`config.mk`:
```
export PLATFORM = sky130hd
export DESIGN_NAME = alert_source_mask_bank_flat
export DESIGN_NICKNAME = d
export VERILOG_FILES = /design/src/shared/alert_mask_pkg.sv /design/src/shared/alert_mask_if.sv /design/src/hw/alert_source_mask_bank.sv /design/src/flat_wrapper.sv
export SDC_FILE = /design/constraint.sdc
export NUM_CORES = 1
export LEC_CHECK = 0
export BUFFER_PORTS_ARGS = -buffer_cell sky130_fd_sc_hd__buf_2
export CAP_MARGIN = 0
export CORE_AREA = 10 10 81 83
export DETAILED_ROUTE_END_ITERATION = 7
export DIE_AREA = 0 0 91 93
export PLACE_DENSITY = 0.72
export SLEW_MARGIN = 15
export SYNTH_ARGS = -nofsm -noshare
export SYNTH_HDL_FRONTEND = slang
export SYNTH_SLANG_ARGS = --single-unit
```
`constraint.sdc`:
```
create_clock -name sys_clk_i -period 1.5 [get_ports sys_clk_i]
set_input_delay 0.225 -clock sys_clk_i [delete_from_list [all_inputs] [get_ports sys_clk_i]]
set_output_delay 0.225 -clock sys_clk_i [all_outputs]
set_load 0.05 [all_outputs]
```
`src/shared/alert_mask_pkg.sv`:
```
// Package with command codes, class selectors, field layouts and handshake types of the mask bank.
package alert_mask_pkg;
    localparam logic [7:0] ALERT_SOURCE_MASK_CMD = 8'h1b;
    localparam logic [7:0] CLASS_OUTPUT_CURRENT = 8'h7b;
    localparam logic [7:0] CLASS_INPUT = 8'h7c;
    localparam logic [7:0] CLASS_TEMPERATURE = 8'h7d;
    localparam logic [7:0] CLASS_COMM_LOGIC = 8'h7e;
    localparam logic [7:0] CLASS_OTHER = 8'h7f;
    localparam logic [7:0] PHASE_ALL = 8'hff;
    localparam logic [7:0] OUTPUT_CURRENT_WMASK = 8'hb0;
    localparam logic [7:0] INPUT_WMASK = 8'h08;
    localparam logic [7:0] TEMPERATURE_WMASK = 8'hc0;
    localparam logic [7:0] COMM_LOGIC_WMASK = 8'hf2;
    localparam logic [7:0] OTHER_VALUE = 8'h01;
    localparam logic [7:0] OTHER_SUPPORTED = 8'h01;
    localparam logic [7:0] BYTE_RESET = 8'h00;
    localparam int MASK_OVERCURRENT_FAULT = 7;
    localparam int MASK_OVERCURRENT_WARNING = 5;
    localparam int MASK_UNDERCURRENT_FAULT = 4;
    localparam int MASK_LOW_INPUT_VOLTAGE = 3;
    localparam int MASK_OVERTEMP_FAULT = 7;
    localparam int MASK_OVERTEMP_WARNING = 6;
    localparam int MASK_INVALID_COMMAND = 7;
    localparam int MASK_INVALID_DATA = 6;
    localparam int MASK_PACKET_CHECK_FAIL = 5;
    localparam int MASK_MEMORY_FAULT = 4;
    localparam int MASK_OTHER_COMM_FAULT = 1;
    localparam int NUM_CLASSES = 4;
    localparam logic [1:0] OP_WRITE_WORD = 2'h1;
    localparam logic [1:0] OP_PROCESS_CALL = 2'h2;
    typedef enum logic [1:0] {
        HOST_IDLE = 2'b00,
        HOST_REQ = 2'b01,
        HOST_WAIT = 2'b11
    } host_state_e;
endpackage : alert_mask_pkg

```
`src/shared/alert_mask_if.sv`:
```
// Interface joining the host end and the mask bank over the shared mask command.
interface alert_mask_if;
    logic req;
    logic [1:0] op;
    logic [7:0] cmd;
    logic [7:0] data_lo;
    logic [7:0] data_hi;
    logic ack;
    logic [7:0] rdata;
    logic rvalid;
    logic bad;
    modport device (input req, input op, input cmd, input data_lo, input data_hi,
                    output ack, output rdata, output rvalid, output bad);
    modport host (output req, output op, output cmd, output data_lo, output data_hi,
                  input ack, input rdata, input rvalid, input bad);
endinterface : alert_mask_if

```
`src/hw/alert_source_mask_bank.sv`:
```
// Alert mask bank: per phased class mask registers reached through the shared mask command.
// Function
// - Mask bit zero passes alert, one blocks it
// - Write word updates; process call reads one byte
// - Low byte selects class, high byte masks
// - Masking never stops status bits being set
// - Output current class uses code 7Bh
// - Output current bits 7,5,4 writable, others zero
// - Input class 7Ch, only bit 3 writable
// - Temperature class 7Dh, bits 7,6 writable
// - Temperature bits 5:0 always read zero
// - Communication logic class uses code 7Eh
// - Communication bits 7,6,5,4,1 writable, bit0 zero
// - Other class 7Fh, independent of phase
// - Phased classes need phase set to FFh
module alert_source_mask_bank
    import alert_mask_pkg::*;
(
    input wire logic sys_clk_i,
    input wire logic rst_b_i,
    alert_mask_if.device bus,
    input wire logic [7:0] phase_i,
    input wire logic nvm_load_i,
    input wire logic [31:0] nvm_masks_i,
    input wire logic [7:0] output_current_status_i,
    input wire logic [7:0] input_status_i,
    input wire logic [7:0] temperature_status_i,
    input wire logic [7:0] comm_logic_status_i,
    input wire logic [7:0] miscellaneous_status_i,
    output logic [31:0] masks_o,
    output logic alert_request_o
);
    localparam logic [31:0] WMASK_ALL = {COMM_LOGIC_WMASK, TEMPERATURE_WMASK,
                                         INPUT_WMASK, OUTPUT_CURRENT_WMASK};
    localparam logic [2:0] IDX_OTHER = 3'h4;
    localparam logic [2:0] IDX_NONE = 3'h7;

    logic [7:0] mask_r [NUM_CLASSES];
    logic [7:0] mask_nxt [NUM_CLASSES];
    logic [NUM_CLASSES-1:0] wr_en;
    logic [7:0] rdata_r;
    logic [7:0] rdata_nxt;
    logic rvalid_r;
    logic rvalid_nxt;
    logic bad_r;
    logic bad_nxt;
    logic alert_r;
    logic alert_nxt;
    logic [2:0] cls;
    logic [1:0] idx;
    logic cmd_ok;
    logic cls_ok;
    logic phase_ok;
    logic take;
    logic take_write;
    logic take_read;
    logic refuse;
    logic [7:0] status_v [NUM_CLASSES];
    logic [7:0] pass_v [NUM_CLASSES];
    logic [NUM_CLASSES-1:0] class_alert;
    logic other_alert;
    logic mask_overcurrent_fault;
    logic mask_overcurrent_warning;
    logic mask_undercurrent_fault;
    logic mask_low_input_voltage;
    logic mask_overtemp_fault;
    logic mask_overtemp_warning;
    logic mask_invalid_command;
    logic mask_invalid_data;
    logic mask_packet_check_fail;
    logic mask_memory_fault;
    logic mask_other_comm_fault;

    // Class decode of the selector byte.
    always_comb begin
        case (bus.data_lo)
            CLASS_OUTPUT_CURRENT: cls = 3'h0;
            CLASS_INPUT: cls = 3'h1;
            CLASS_TEMPERATURE: cls = 3'h2;
            CLASS_COMM_LOGIC: cls = 3'h3;
            CLASS_OTHER: cls = IDX_OTHER;
            default: cls = IDX_NONE;
        endcase
    end

    assign idx = cls[1:0];

    // Acceptance of a request; a load from backup takes precedence and drops it.
    always_comb begin
        cmd_ok = (bus.cmd == ALERT_SOURCE_MASK_CMD);
        cls_ok = (cls != IDX_NONE);
        phase_ok = (cls == IDX_OTHER) || (phase_i == PHASE_ALL);
        take = bus.req && !nvm_load_i && cmd_ok && cls_ok && phase_ok;
        take_write = take && (bus.op == OP_WRITE_WORD);
        take_read = take && (bus.op == OP_PROCESS_CALL);
        refuse = bus.req && !nvm_load_i && !take_write && !take_read;
    end

    // One mask register per phased class; the other class has no storage.
    for (genvar g = 0; g < NUM_CLASSES; g++) begin : g_class
        assign wr_en[g] = take_write && (cls == 3'(g));

        always_comb begin
            mask_nxt[g] = mask_r[g];
            if (nvm_load_i) begin
                mask_nxt[g] = nvm_masks_i[8*g +: 8] & WMASK_ALL[8*g +: 8];
            end else if (wr_en[g]) begin
                mask_nxt[g] = bus.data_hi & WMASK_ALL[8*g +: 8];
            end
        end

        always_ff @(posedge sys_clk_i or negedge rst_b_i) begin
            if (!rst_b_i) begin
                mask_r[g] <= BYTE_RESET;
            end else begin
                mask_r[g] <= mask_nxt[g];
            end
        end

        assign masks_o[8*g +: 8] = mask_r[g];
        assign class_alert[g] = |(status_v[g] & pass_v[g]);
    end

    // Named mask bits of the supported conditions.
    assign mask_overcurrent_fault = mask_r[0][MASK_OVERCURRENT_FAULT];
    assign mask_overcurrent_warning = mask_r[0][MASK_OVERCURRENT_WARNING];
    assign mask_undercurrent_fault = mask_r[0][MASK_UNDERCURRENT_FAULT];
    assign mask_low_input_voltage = mask_r[1][MASK_LOW_INPUT_VOLTAGE];
    assign mask_overtemp_fault = mask_r[2][MASK_OVERTEMP_FAULT];
    assign mask_overtemp_warning = mask_r[2][MASK_OVERTEMP_WARNING];
    assign mask_invalid_command = mask_r[3][MASK_INVALID_COMMAND];
    assign mask_invalid_data = mask_r[3][MASK_INVALID_DATA];
    assign mask_packet_check_fail = mask_r[3][MASK_PACKET_CHECK_FAIL];
    assign mask_memory_fault = mask_r[3][MASK_MEMORY_FAULT];
    assign mask_other_comm_fault = mask_r[3][MASK_OTHER_COMM_FAULT];

    // A condition reaches the alert only through a supported, cleared mask bit.
    always_comb begin
        for (int i = 0; i < NUM_CLASSES; i++) begin
            pass_v[i] = 8'h00;
        end
        pass_v[0][MASK_OVERCURRENT_FAULT] = !mask_overcurrent_fault;
        pass_v[0][MASK_OVERCURRENT_WARNING] = !mask_overcurrent_warning;
        pass_v[0][MASK_UNDERCURRENT_FAULT] = !mask_undercurrent_fault;
        pass_v[1][MASK_LOW_INPUT_VOLTAGE] = !mask_low_input_voltage;
        pass_v[2][MASK_OVERTEMP_FAULT] = !mask_overtemp_fault;
        pass_v[2][MASK_OVERTEMP_WARNING] = !mask_overtemp_warning;
        pass_v[3][MASK_INVALID_COMMAND] = !mask_invalid_command;
        pass_v[3][MASK_INVALID_DATA] = !mask_invalid_data;
        pass_v[3][MASK_PACKET_CHECK_FAIL] = !mask_packet_check_fail;
        pass_v[3][MASK_MEMORY_FAULT] = !mask_memory_fault;
        pass_v[3][MASK_OTHER_COMM_FAULT] = !mask_other_comm_fault;
    end

    // Status inputs are only read here; masking never alters them.
    assign status_v[0] = output_current_status_i;
    assign status_v[1] = input_status_i;
    assign status_v[2] = temperature_status_i;
    assign status_v[3] = comm_logic_status_i;
    // The other class is hard-masked, so its status never raises the alert.
    assign other_alert = |(miscellaneous_status_i & OTHER_SUPPORTED & ~OTHER_VALUE);

    // Read answers and refusals, each a one-cycle pulse.
    always_comb begin
        rdata_nxt = rdata_r;
        rvalid_nxt = take_read;
        bad_nxt = refuse;
        if (take_read) begin
            if (cls == IDX_OTHER) begin
                rdata_nxt = OTHER_VALUE;
            end else begin
                rdata_nxt = mask_r[idx] & WMASK_ALL[8*idx +: 8];
            end
        end
    end

    always_ff @(posedge sys_clk_i or negedge rst_b_i) begin
        if (!rst_b_i) begin
            rdata_r <= BYTE_RESET;
            rvalid_r <= 1'b0;
            bad_r <= 1'b0;
        end else begin
            rdata_r <= rdata_nxt;
            rvalid_r <= rvalid_nxt;
            bad_r <= bad_nxt;
        end
    end

    // The alert request is registered so that it changes only on the clock.
    always_comb begin
        alert_nxt = (|class_alert) | other_alert;
    end

    always_ff @(posedge sys_clk_i or negedge rst_b_i) begin
        if (!rst_b_i) begin
            alert_r <= 1'b0;
        end else begin
            alert_r <= alert_nxt;
        end
    end

    // Acknowledge follows the request in the same cycle.
    assign bus.ack = bus.req;
    assign bus.rdata = rdata_r;
    assign bus.rvalid = rvalid_r;
    assign bus.bad = bad_r;
    assign alert_request_o = alert_r;
endmodule : alert_source_mask_bank

```
`src/flat_wrapper.sv`:
```
// flat-port wrapper written by rule: the top's interface ports become plain ports
module alert_source_mask_bank_flat import alert_mask_pkg::*;
  (sys_clk_i, rst_b_i, phase_i, nvm_load_i, nvm_masks_i, output_current_status_i, input_status_i, temperature_status_i, comm_logic_status_i, miscellaneous_status_i, masks_o, alert_request_o, bus_req, bus_op, bus_cmd, bus_data_lo, bus_data_hi, bus_ack, bus_rdata, bus_rvalid, bus_bad);
  alert_mask_if bus_i ();
  input wire logic sys_clk_i;
  input wire logic rst_b_i;
  input wire logic [7:0] phase_i;
  input wire logic nvm_load_i;
  input wire logic [31:0] nvm_masks_i;
  input wire logic [7:0] output_current_status_i;
  input wire logic [7:0] input_status_i;
  input wire logic [7:0] temperature_status_i;
  input wire logic [7:0] comm_logic_status_i;
  input wire logic [7:0] miscellaneous_status_i;
  output logic [31:0] masks_o;
  output logic alert_request_o;
  input wire logic [$bits(bus_i.req)-1:0] bus_req;
  input wire logic [$bits(bus_i.op)-1:0] bus_op;
  input wire logic [$bits(bus_i.cmd)-1:0] bus_cmd;
  input wire logic [$bits(bus_i.data_lo)-1:0] bus_data_lo;
  input wire logic [$bits(bus_i.data_hi)-1:0] bus_data_hi;
  output wire logic [$bits(bus_i.ack)-1:0] bus_ack;
  output wire logic [$bits(bus_i.rdata)-1:0] bus_rdata;
  output wire logic [$bits(bus_i.rvalid)-1:0] bus_rvalid;
  output wire logic [$bits(bus_i.bad)-1:0] bus_bad;
  assign bus_i.req = bus_req;
  assign bus_i.op = bus_op;
  assign bus_i.cmd = bus_cmd;
  assign bus_i.data_lo = bus_data_lo;
  assign bus_i.data_hi = bus_data_hi;
  assign bus_ack = bus_i.ack;
  assign bus_rdata = bus_i.rdata;
  assign bus_rvalid = bus_i.rvalid;
  assign bus_bad = bus_i.bad;
  alert_source_mask_bank u_core (.sys_clk_i(sys_clk_i), .rst_b_i(rst_b_i), .bus(bus_i), .phase_i(phase_i), .nvm_load_i(nvm_load_i), .nvm_masks_i(nvm_masks_i), .output_current_status_i(output_current_status_i), .input_status_i(input_status_i), .temperature_status_i(temperature_status_i), .comm_logic_status_i(comm_logic_status_i), .miscellaneous_status_i(miscellaneous_status_i), .masks_o(masks_o), .alert_request_o(alert_request_o));
endmodule
```
==> results of run 1 <==
[Yosys cell counts, types with 2 or more instances]
cell type,n,area share (%)
and3b_1,2,1.1
a21oi_1,3,0.94
nand4_1,7,2.8
nor4_4,2,2.7
nor2b_1,2,0.79
a211oi_1,3,1.4
inv_1,10,2.4
buf_4,23,11
ha_1,4,3.1
dfrtp_1,21,33
nor2_1,3,0.71
clkbuf_1,2,0.47
a211o_1,3,1.7
mux2_1,2,1.4
nor3_1,2,0.63
a2111oi_0,2,1.1
mux2_2,26,18
nand3_1,2,0.63
nand2_1,5,1.2
[kinds of logic after synthesis]
family | Yosys count | synth area share, %
AND/OR/NAND/NOR | 38 | 18.5
buffers and inverters | 36 | 14.1
multiplexers | 29 | 20.5
flip-flops | 21 | 33.1
AO/OA/AOI/OAI | 20 | 9.92
adder cells (fa/ha/maj) | 4 | 3.15
other | 1 | 0.236
XOR/XNOR | 1 | 0.551
[power by group through the flow]
stage | combinational (mW) | sequential (mW) | clock (mW)
6_report | 0.581 | 0.630 | 0.387
5_1_grt | 0.618 | 0.635 | 0.421
4_1_cts | 0.581 | 0.630 | 0.388
3_5_place_dp | 0.564 | 0.641 | 0
3_3_place_gp | 0.557 | 0.640 | 0
2_1_floorplan | 0.316 | 0.749 | 0
[cell usage in the layout (no fill, tap or decap), types with 2 or more instances in the layout]
cell,instances
a211o_1,3
nor2_1,3
nand2_4,2
nand3_1,2
nand2_1,3
ha_4,4
dfrtp_1,21
mux2_2,12
nand4_1,7
mux2_4,14
buf_4,26
nor4_4,2
nor2b_1,2
and2_4,2
a211oi_1,3
nor3_1,2
buf_2,78
buf_6,5
mux2_1,2
inv_1,9
conb_1,22
clkbuf_8,3
a21oi_1,2
[how the worst max path moves through the flow]
| stage | slack (ns) | to | startpoint | cells past startpoint |
|---|---|---|---|---|
| 2_1_floorplan | -0.60 | u_core.bus.rdata[0]$_DFFE_PN0P_ | bus_data_lo[7] | 8 |
| 3_3_place_gp | -0.66 | u_core.bus.rdata[6]$_DFFE_PN0P_ | bus_data_lo[7] | 9 |
| 3_5_place_dp | -0.72 | u_core.bus.rdata[5]$_DFFE_PN0P_ | bus_data_lo[7] | 9 |
| 4_1_cts | -0.34 | u_core.bus.rdata[5]$_DFFE_PN0P_ | bus_data_lo[7] | 9 |
| 5_1_grt | -0.41 | u_core.bus.rdata[5]$_DFFE_PN0P_ | bus_data_lo[7] | 9 |
| 6_report | -0.34 | u_core.masks_o[11]$_DFFE_PN0P_ | bus_data_lo[7] | 10 |
[registers in the layout, summed over array words and instances, names as in the netlist]
| register | flops |
|---|---|
| u_core.bus.rvalid | 1 |
| u_core.alert_request_o | 1 |
| u_core.masks_o | 11 |
| u_core.bus.bad | 1 |
| u_core.bus.rdata | 7 |
[per-layer routing]
layer / GRT usage [%] / part of all wire [%] / vias to the layer above
li1: - / - / 729
met1: 12.3 / 40 / 720
met2: 20.7 / 51 / 67
met3: 3.84 / 7.8 / 10
met4: 3.79 / 1.9 / 0
met5: 0 / 0 / -
[per-stage QoR]
step                      cells  utilization (%)  total power [mW]  hold slack [ns]
after floorplan             171                -              1.07          -0.0706
after global placement      320             44.6              1.20            0.211
after detailed placement    320             44.6              1.21            0.220
after CTS                   328             48.1              1.60            0.190
after global routing        330             48.4              1.67            0.187
final                       330             48.4              1.60            0.189
[timing repair]
| action | CTS | global route |
|---|---|---|
| gates resized for setup | 22 | 1 |
| cloned | 0 | 0 |
| buffers inserted | 3 | 2 |
| setup endpoints to repair | 19 | 20 |
| hold buffers | 1 | 0 |
| endpoints found under the hold margin | 21 | 0 |
| pin swaps | 9 | 9 |
[cell type report]
| type | instances | area, um^2 | area share [%] |
|---|---|---|---|
| clock buffers | 4 | 45.0 | 1.86 |
| well taps | 70 | 87.6 | 3.61 |
| inverters | 11 | 48.8 | 2.01 |
| multi-input cells | 114 | 1060 | 43.9 |
| flip-flops and latches | 21 | 526 | 21.7 |
| repair buffers | 110 | 652 | 26.9 |
==> impl_metrics.ini, run 1 <==
[die]
start_util_pct = 31.7
die_w_um = 91
dieArea_mm2 = 0.00846
row_count = 26
num_io_pins = 154
fp.dieH_um = 93
coreArea_mm2 = 0.00501

[yosys]
ys_async_sr_fraction_pct = 100
synth.distinct_cells = 45
syn_area_mm2 = 0.00159
yosysWarnings = 0
syn_inst = 150
synth_top_flop_cell = dfrtp_1
syn_avg_cell_area_um2 = 10.6
synth_edf_count = 0
yosysSeqAreaShare_pct = 33.1
ys_ff_latch = 21

[timing]
period_minus_slack_ns = 1.84
setup_ws_ns = -0.344
post-route-period-util_pct = 123
rsz0062_at_grt = yes
setup_viol_count_final = 19
fmax_mhz = 542
fin_setup_tns_ns = -5.45
hold_viol_final = 0
slew_viol_final = 0
finalClockSkew_ns = 0.00522

[pwr]
ir_drop_mv = 0.489
comb_power_share_pct = 36.4
switching_power_mw = 0.610
leakagePower_nw = 1.27
p_int_mw = 0.988
clockPowerShare_pct = 24.2
netSwitchingFraction_pct = 38.2
p_per_area_mw_per_mm2 = 659
p_seq_share_pct = 39.4

[flow_run]
maxCapViolations = 0

[place]
dpl.hpwl_um = 4350
gp_congestion = 0.830
postPlaceCellArea_mm2 = 0.00223
portBuffers = 79
pre_cts_ws_ns = -0.723

[global_route]
grt_max_degree = 22
grt_use_total_pct = 11.4
grt_overflow = 0
antenna_found_initial = 0
grt_pass1_vias = 1602
grt_pass1_wl_um = 7890

[cells_and_area]
diodes = 0
nets = 375
syn2layout_area_growth_pct = 52.5
design_area_mm2 = 0.00242
nFillCells = 472
drive_gt1_share_pct = 60.4

[worst_setup_path]
crit_type = input port to flop
crit_family = simple AND/OR/NAND/NOR gates
crit_slowest_cell = mux2_4
critPathBufInv = 3
r2r_cells = 4
worstSetupStartpointType = input port
rrSetupSlack_ns = 0.24
reg2reg_from = u_core.masks_o[28]$_DFFE_PN0P_
r2r-end = u_core.alert_request_o$_DFF_PN0_
cp_cell_sequence = buf_6 -> and4b_1 -> and3b_2 -> nand2_4 -> buf_4 -> buf_4 -> ha_4 -> nand4_1 -> mux2_4 -> mux2_2
cp.required_ns = 1.66
path_max_fanout = 3
cp.arrival_ns = 2.00
max_stage_delay_ns = 0.31
end_kind = flop
cpMostUsedCell = buf_4

[clock_network]
cts.sinks = 21
cts.htree.levels = 1
cts_root_buffer = clkbuf_8
clk_latency_ns = 0.27
clkTransAtPathRegs_ns = 0.08
numCtsBuffers = 3
cts_tree = built
cts_buffer_depth = 2

[hold_path]
min_from = nvm_masks_i[22]
hp-class = input port to flop
whs_endpoint = u_core.masks_o[22]$_DFFE_PN0P_
hold_depth = 2

[routing]
antenna_left = 0
viasPerCell = 4.62
wl_per_cell_um = 15.5
vias = 1526
drtIter0Drc = 43
drc_errors = 0
wl_um = 5120
firstDrtPassIters = 4

[run_status]
status = complete, but fails checks
failed_checks = setup timing
No activity file was read; power rests on OpenSTA's default activity.
==> run 2, diff against run 1 <==
--- a/config.mk
+++ b/config.mk
@@ -7,10 +7,10 @@
 export LEC_CHECK = 0
 export BUFFER_PORTS_ARGS = -buffer_cell sky130_fd_sc_hd__buf_2
 export CAP_MARGIN = 0
-export CORE_AREA = 10 10 81 83
+export CORE_AREA = 10 10 77 79
 export DETAILED_ROUTE_END_ITERATION = 7
-export DIE_AREA = 0 0 91 93
-export PLACE_DENSITY = 0.72
+export DIE_AREA = 0 0 87 89
+export PLACE_DENSITY = 0.8
 export SLEW_MARGIN = 15
 export SYNTH_ARGS = -nofsm -noshare
 export SYNTH_HDL_FRONTEND = slang
==> impl_metrics.ini, run 2 (synthesized netlist as in run 1, its figures left out) <==
[timing]
slew_viol_final = 0
fmax_mhz = 547
slew_headroom_pct = 66.5
finalClockSkew_ns = 0.00875
hold_viol_final = 0
period_minus_slack_ns = 1.83
setup_ws_ns = -0.330
setup_viol_count_final = 19
post-route-period-util_pct = 122
rsz0062_at_grt = yes
worst_pin_slew_ns = 0.503

[pwr]
netSwitchingFraction_pct = 38.1
comb_power_share_pct = 36.8
clockPowerShare_pct = 23.8
p_seq_share_pct = 39.4
ir_drop_mv = 0.433
switching_power_mw = 0.610
leakagePower_nw = 1.29
p_int_mw = 0.993
p_per_area_mw_per_mm2 = 663

[place]
gp_congestion = 0.852
portBuffers = 79
pre_cts_ws_ns = -0.719
postPlaceCellArea_mm2 = 0.00223
dpl.hpwl_um = 4250

[routing]
wl_per_cell_um = 16.5
drtIter0Drc = 57
wl_um = 5180
vias = 1471
drc_errors = 0
viasPerCell = 4.70
firstDrtPassIters = 4
antenna_left = 0

[cells_and_area]
diodes = 0
final_common_cell = buf_2
design_area_mm2 = 0.00242
largest_reg_flops = 11
postLayoutCoreUtil_pct = 53.4
layout_common_cells = buf_2 (77), buf_4 (24), conb_1 (22)
nets = 374
drive_gt1_share_pct = 61.8
syn2layout_area_growth_pct = 52.3

[die]
die_w_um = 87
row_count = 25
fp.dieH_um = 89
dieArea_mm2 = 0.00774
start_util_pct = 35.0
num_io_pins = 154
coreArea_mm2 = 0.00454

[clock_network]
cts_buffer_depth = 2
cts_root_buffer = clkbuf_8
cts.sinks = 21
clk_latency_ns = 0.27
cts_tree = built
clkTransAtPathRegs_ns = 0.08
numCtsBuffers = 3
cts.htree.levels = 1

[global_route]
grt.busiest_layer = met2
use_met2_pct = 21.7
grtUsageMet3_pct = 4.83
grt_overflow = 0
grt_pass1_wl_um = 7820
grt_pass1_vias = 1605
use_met1_pct = 13.8
grt_max_degree = 22
antenna_found_initial = 0
grt_use_total_pct = 12.5

[worst_setup_path]
cp.arrival_ns = 1.98
crit_type = input port to flop
path_max_fanout = 6
end_kind = flop
rrSetupSlack_ns = 0.22
worstSetupStartpointType = input port
cp.required_ns = 1.65

[run_status]
status = complete, but fails checks
failed_checks = setup timing

[flow_run]
maxCapViolations = 0

[hold_path]
hp-class = input port to flop
-- run 2: cell types whose count changed in the layout (fill, tap and decap cells not counted), sizes merged --
cell	previous run	this run
clkbuf	4	3
buf	109	108
clkinv	1	2
-- run 2: final timing paths --
| check | cells past startpoint | start | to |
|---|---|---|---|
| min in group asynchronous | 2 | rst_b_i | u_core.bus.rdata[7]$_DFFE_PN0P_ |
| max in group asynchronous | 2 | rst_b_i | u_core.bus.rdata[3]$_DFFE_PN0P_ |
| max reg2reg | 4 | u_core.masks_o[28]$_DFFE_PN0P_ | u_core.bus.rdata[4]$_DFFE_PN0P_ |
| min | 3 | comm_logic_status_i[1] | u_core.alert_request_o$_DFF_PN0_ |
| min reg2reg | 1 | u_core.bus.rdata[4]$_DFFE_PN0P_ | u_core.bus.rdata[4]$_DFFE_PN0P_ |
| max | 9 | bus_data_lo[7] | u_core.bus.rdata[6]$_DFFE_PN0P_ |
-- run 2: layer usage --
layer / vias to the layer above / routed length [um]
li1: 720 / -
met1: 684 / 2060
met2: 60 / 2520
met3: 7 / 516
met4: 0 / 80
met5: - / 0
-- run 2: worst max-delay path, cell delays in order --
cell and delay [ns]:
buf_6 0.09, and4b_1 0.25, and3b_2 0.26, nand2_4 0.10
ha_4 0.18, and2_4 0.15, nor4_4 0.26, buf_6 0.18
mux2_4 0.30
-- run 2: power by group through the flow --
stage	clock network, mW	logic (mW)	registers [mW]
3_5_place_dp	0	0.562	0.641
2_1_floorplan	0	0.316	0.749
5_1_grt	0.414	0.628	0.636
4_1_cts	0.399	0.582	0.630
3_3_place_gp	0	0.553	0.639
6_report	0.381	0.591	0.631
-- run 2: layout make-up --
cell class | instances | area (um^2)
tap | 54 | 67.6
multi-input combinational | 114 | 1070
fill | 399 | 2120
clock buffer | 3 | 41.3
sequential | 21 | 526
clock inverter | 1 | 5.00
timing repair buffer | 109 | 663
inverter | 11 | 48.8
-- run 2: what timing repair did --
item                                   in CTS  in global routing
pin swaps                                   8                  4
endpoints found under the hold margin      21                  0
resized for setup                          22                  6
setup endpoints to repair                  19                 20
hold buffers                                1                  0
buffers inserted                            1                  2
-- run 2: through the flow --
stage / power (mW) / std cells / hold slack, ns / TNS, ns
after floorplan: 1.07 / 171 / -0.0706 / -9.29
after global placement: 1.19 / 305 / 0.211 / -11.88
after detailed placement: 1.20 / 305 / 0.231 / -12.47
after CTS: 1.61 / 311 / 0.163 / -5.68
after global routing: 1.68 / 313 / 0.180 / -6.78
final: 1.60 / 313 / 0.167 / -5.19
==> run 3, diff against run 2 <==
--- a/config.mk
+++ b/config.mk
@@ -5,6 +5,7 @@
 export SDC_FILE = /design/constraint.sdc
 export NUM_CORES = 1
 export LEC_CHECK = 0
+export ABC_AREA = 1
 export BUFFER_PORTS_ARGS = -buffer_cell sky130_fd_sc_hd__buf_2
 export CAP_MARGIN = 0
 export CORE_AREA = 10 10 77 79
==> impl_metrics.ini, run 3 <==
[run_status]
status = finished, final reports clean

[place]
pre_cts_ws_ns = -0.332
portBuffers = 79
place_inst = 376
gp_congestion = 0.883
dpl.hpwl_um = 4310

[worst_setup_path]
r2r_cells = 5
end_kind = flop
crit_type = input port to flop
crit_slowest_cell = nand4_1
cp.required_ns = 1.70
cp_cell_sequence = buf_8 -> inv_12 -> nand3_4 -> nor2_4 -> nand3_4 -> inv_2 -> ha_4 -> nand2_4 -> nand2_4 -> nand4_1 -> nand2_2 -> nand2_1 -> nand2_1
path_max_fanout = 6
max_stage_delay_ns = 0.23
worstSetupStartpointType = input port
crit_path_start = bus_data_lo[7]
reg2reg_from = u_core.masks_o[23]$_DFFE_PN0P_
cp.arrival_ns = 1.65

[cells_and_area]
diodes = 0
nets = 445
syn2layout_area_growth_pct = 42.8
nFillCells = 452
largest_reg_flops = 11
layout_common_cells = buf_2 (77), nand2_1 (76), inv_1 (25)
drive_gt1_share_pct = 39.1
final_common_cell = buf_2
final_cells = 384

[global_route]
grt_overflow = 0
grt_max_degree = 22
grt_pass1_vias = 1749
grt_use_total_pct = 12.2
antenna_found_initial = 0
grt_pass1_wl_um = 7840

[routing]
drc_errors = 0
antenna_left = 0
wl_um = 4960
firstDrtPassIters = 4
drtIter0Drc = 115
vias = 1710
viasPerCell = 4.45
wl_per_cell_um = 12.9

[timing]
period_minus_slack_ns = 1.46
fin_setup_tns_ns = 0
setup_ws_ns = 0.0448
post-route-period-util_pct = 97.0
hold_viol_final = 0
hold_ws_ns = 0.209
finalClockSkew_ns = 0.00202
fmax_mhz = 687
setup_viol_count_final = 0
rsz0062_at_grt = yes
slew_viol_final = 0

[clock_network]
cts_tree = built
clk_latency_ns = 0.25
clkTransAtPathRegs_ns = 0.07
cts.sinks = 21
cts_buffer_depth = 2
cts_root_buffer = clkbuf_8
cts.htree.levels = 1
numCtsBuffers = 3

[yosys]
synth_edf_count = 0
yosysSeqAreaShare_pct = 33.0
synth_common_cells = nand2_1 (81), inv_1 (30), buf_4 (24), dfrtp_1 (21), nand3_1 (19)
synth.distinct_cells = 26
syn_area_mm2 = 0.00159
synth_top_cell_by_area = dfrtp_1
yosysWarnings = 0
ys_async_sr_fraction_pct = 100
synth_area_leaders = dfrtp_1 (33%), nand2_1 (19%), buf_4 (11%)
syn_avg_cell_area_um2 = 6.83
synth_top_flop_cell = dfrtp_1
synth_top_area_share_pct = 33.0
synth_most_common_cell = nand2_1
ys_ff_latch = 21
syn_inst = 233

[hold_path]
hp-class = input port to flop
min_from = comm_logic_status_i[7]
hold_depth = 3

[die]
dieArea_mm2 = 0.00774
row_count = 25
num_io_pins = 154
fp.dieH_um = 89
start_util_pct = 35.1
coreArea_mm2 = 0.00454
die_w_um = 87

[pwr]
p_per_area_mw_per_mm2 = 689
leakagePower_nw = 1.31
ir_drop_mv = 0.468

[flow_run]
maxCapViolations = 0
-- run 3: changes by cell type after synthesis, sizes merged, moves of 3 or more --
| cell | before | now |
|---|---|---|
| nor2 | 3 | 15 |
| nor4 | 3 | 0 |
| a211oi | 3 | 0 |
| nand3 | 2 | 22 |
| nand2 | 5 | 83 |
| a221oi | 0 | 3 |
| inv | 11 | 30 |
| mux2 | 28 | 0 |
| o21ai | 2 | 6 |
| a211o | 3 | 0 |
-- run 3: metal layers --
metal	track usage (%)	wire, um
met2	21.5	2500
met3	3.65	455
met5	0	0
met1	13.9	1930
met4	2.95	73
-- run 3: cells by family after synthesis --
kind of cell	after synthesis	share of synthesized area, %
compound gates	16	6.68
fa+ha+maj	4	3.14
buf+inv	58	19.3
flops	21	33.0
other cells	1	0.236
simple gates	133	37.6
-- run 3: path summary, 6_finish.rpt --
check / to / slack (ns)
setup reg to reg: u_core.alert_request_o$_DFF_PN0_ / 0.38
hold / removal: u_core.alert_request_o$_DFF_PN0_ / 0.21
min in group asynchronous: u_core.bus.rdata[3]$_DFFE_PN0P_ / 0.45
hold reg to reg: u_core.bus.rdata[5]$_DFFE_PN0P_ / 0.47
setup / recovery: u_core.masks_o[4]$_DFFE_PN0P_ / 0.04
max in group asynchronous: u_core.masks_o[22]$_DFFE_PN0P_ / 0.74
-- run 3: per-stage QoR --
| stage | area [um^2] | utilization [%] | power, mW |
|---|---|---|---|
| after floorplan | 1770 | - | 1.06 |
| after global placement | 2150 | 47.5 | 1.20 |
| after detailed placement | 2150 | 47.5 | 1.21 |
| after CTS | 2250 | 49.7 | 1.57 |
| after global routing | 2270 | 50.1 | 1.66 |
| final | 2270 | 50.1 | 1.57 |
-- run 3: power breakdown --
group	switching [mW]	internal, mW
combinational	0.409	0.161
sequential	0.0400	0.599
clock	0.168	0.189
total	0.616	0.949
-- run 3: cell type report --
cell class / instances / area [um^2] / share of cell area [%]
Sequential cell: 21 / 526 / 23.1
Timing Repair Buffer: 99 / 564 / 24.8
Inverter: 31 / 135 / 5.95
Multi-Input combinational cell: 175 / 935 / 41.1
Tap cell: 54 / 67.6 / 2.97
Clock buffer: 4 / 45.0 / 1.98
-- run 3: what timing repair did --
item                                    4_1_cts  5_1_grt
endpoints found under the hold margin        21        0
gates resized for setup                       7        8
setup buffers                                 3        1
hold buffers                                  1        0
pin swaps                                    15        9
endpoints found under the setup margin        8       14
-- run 3: critical path, delay by kind of cell --
kind	cells	cell delay, ns
simple gates	9	1.02
buf+inv	3	0.25
fa+ha+maj	1	0.15
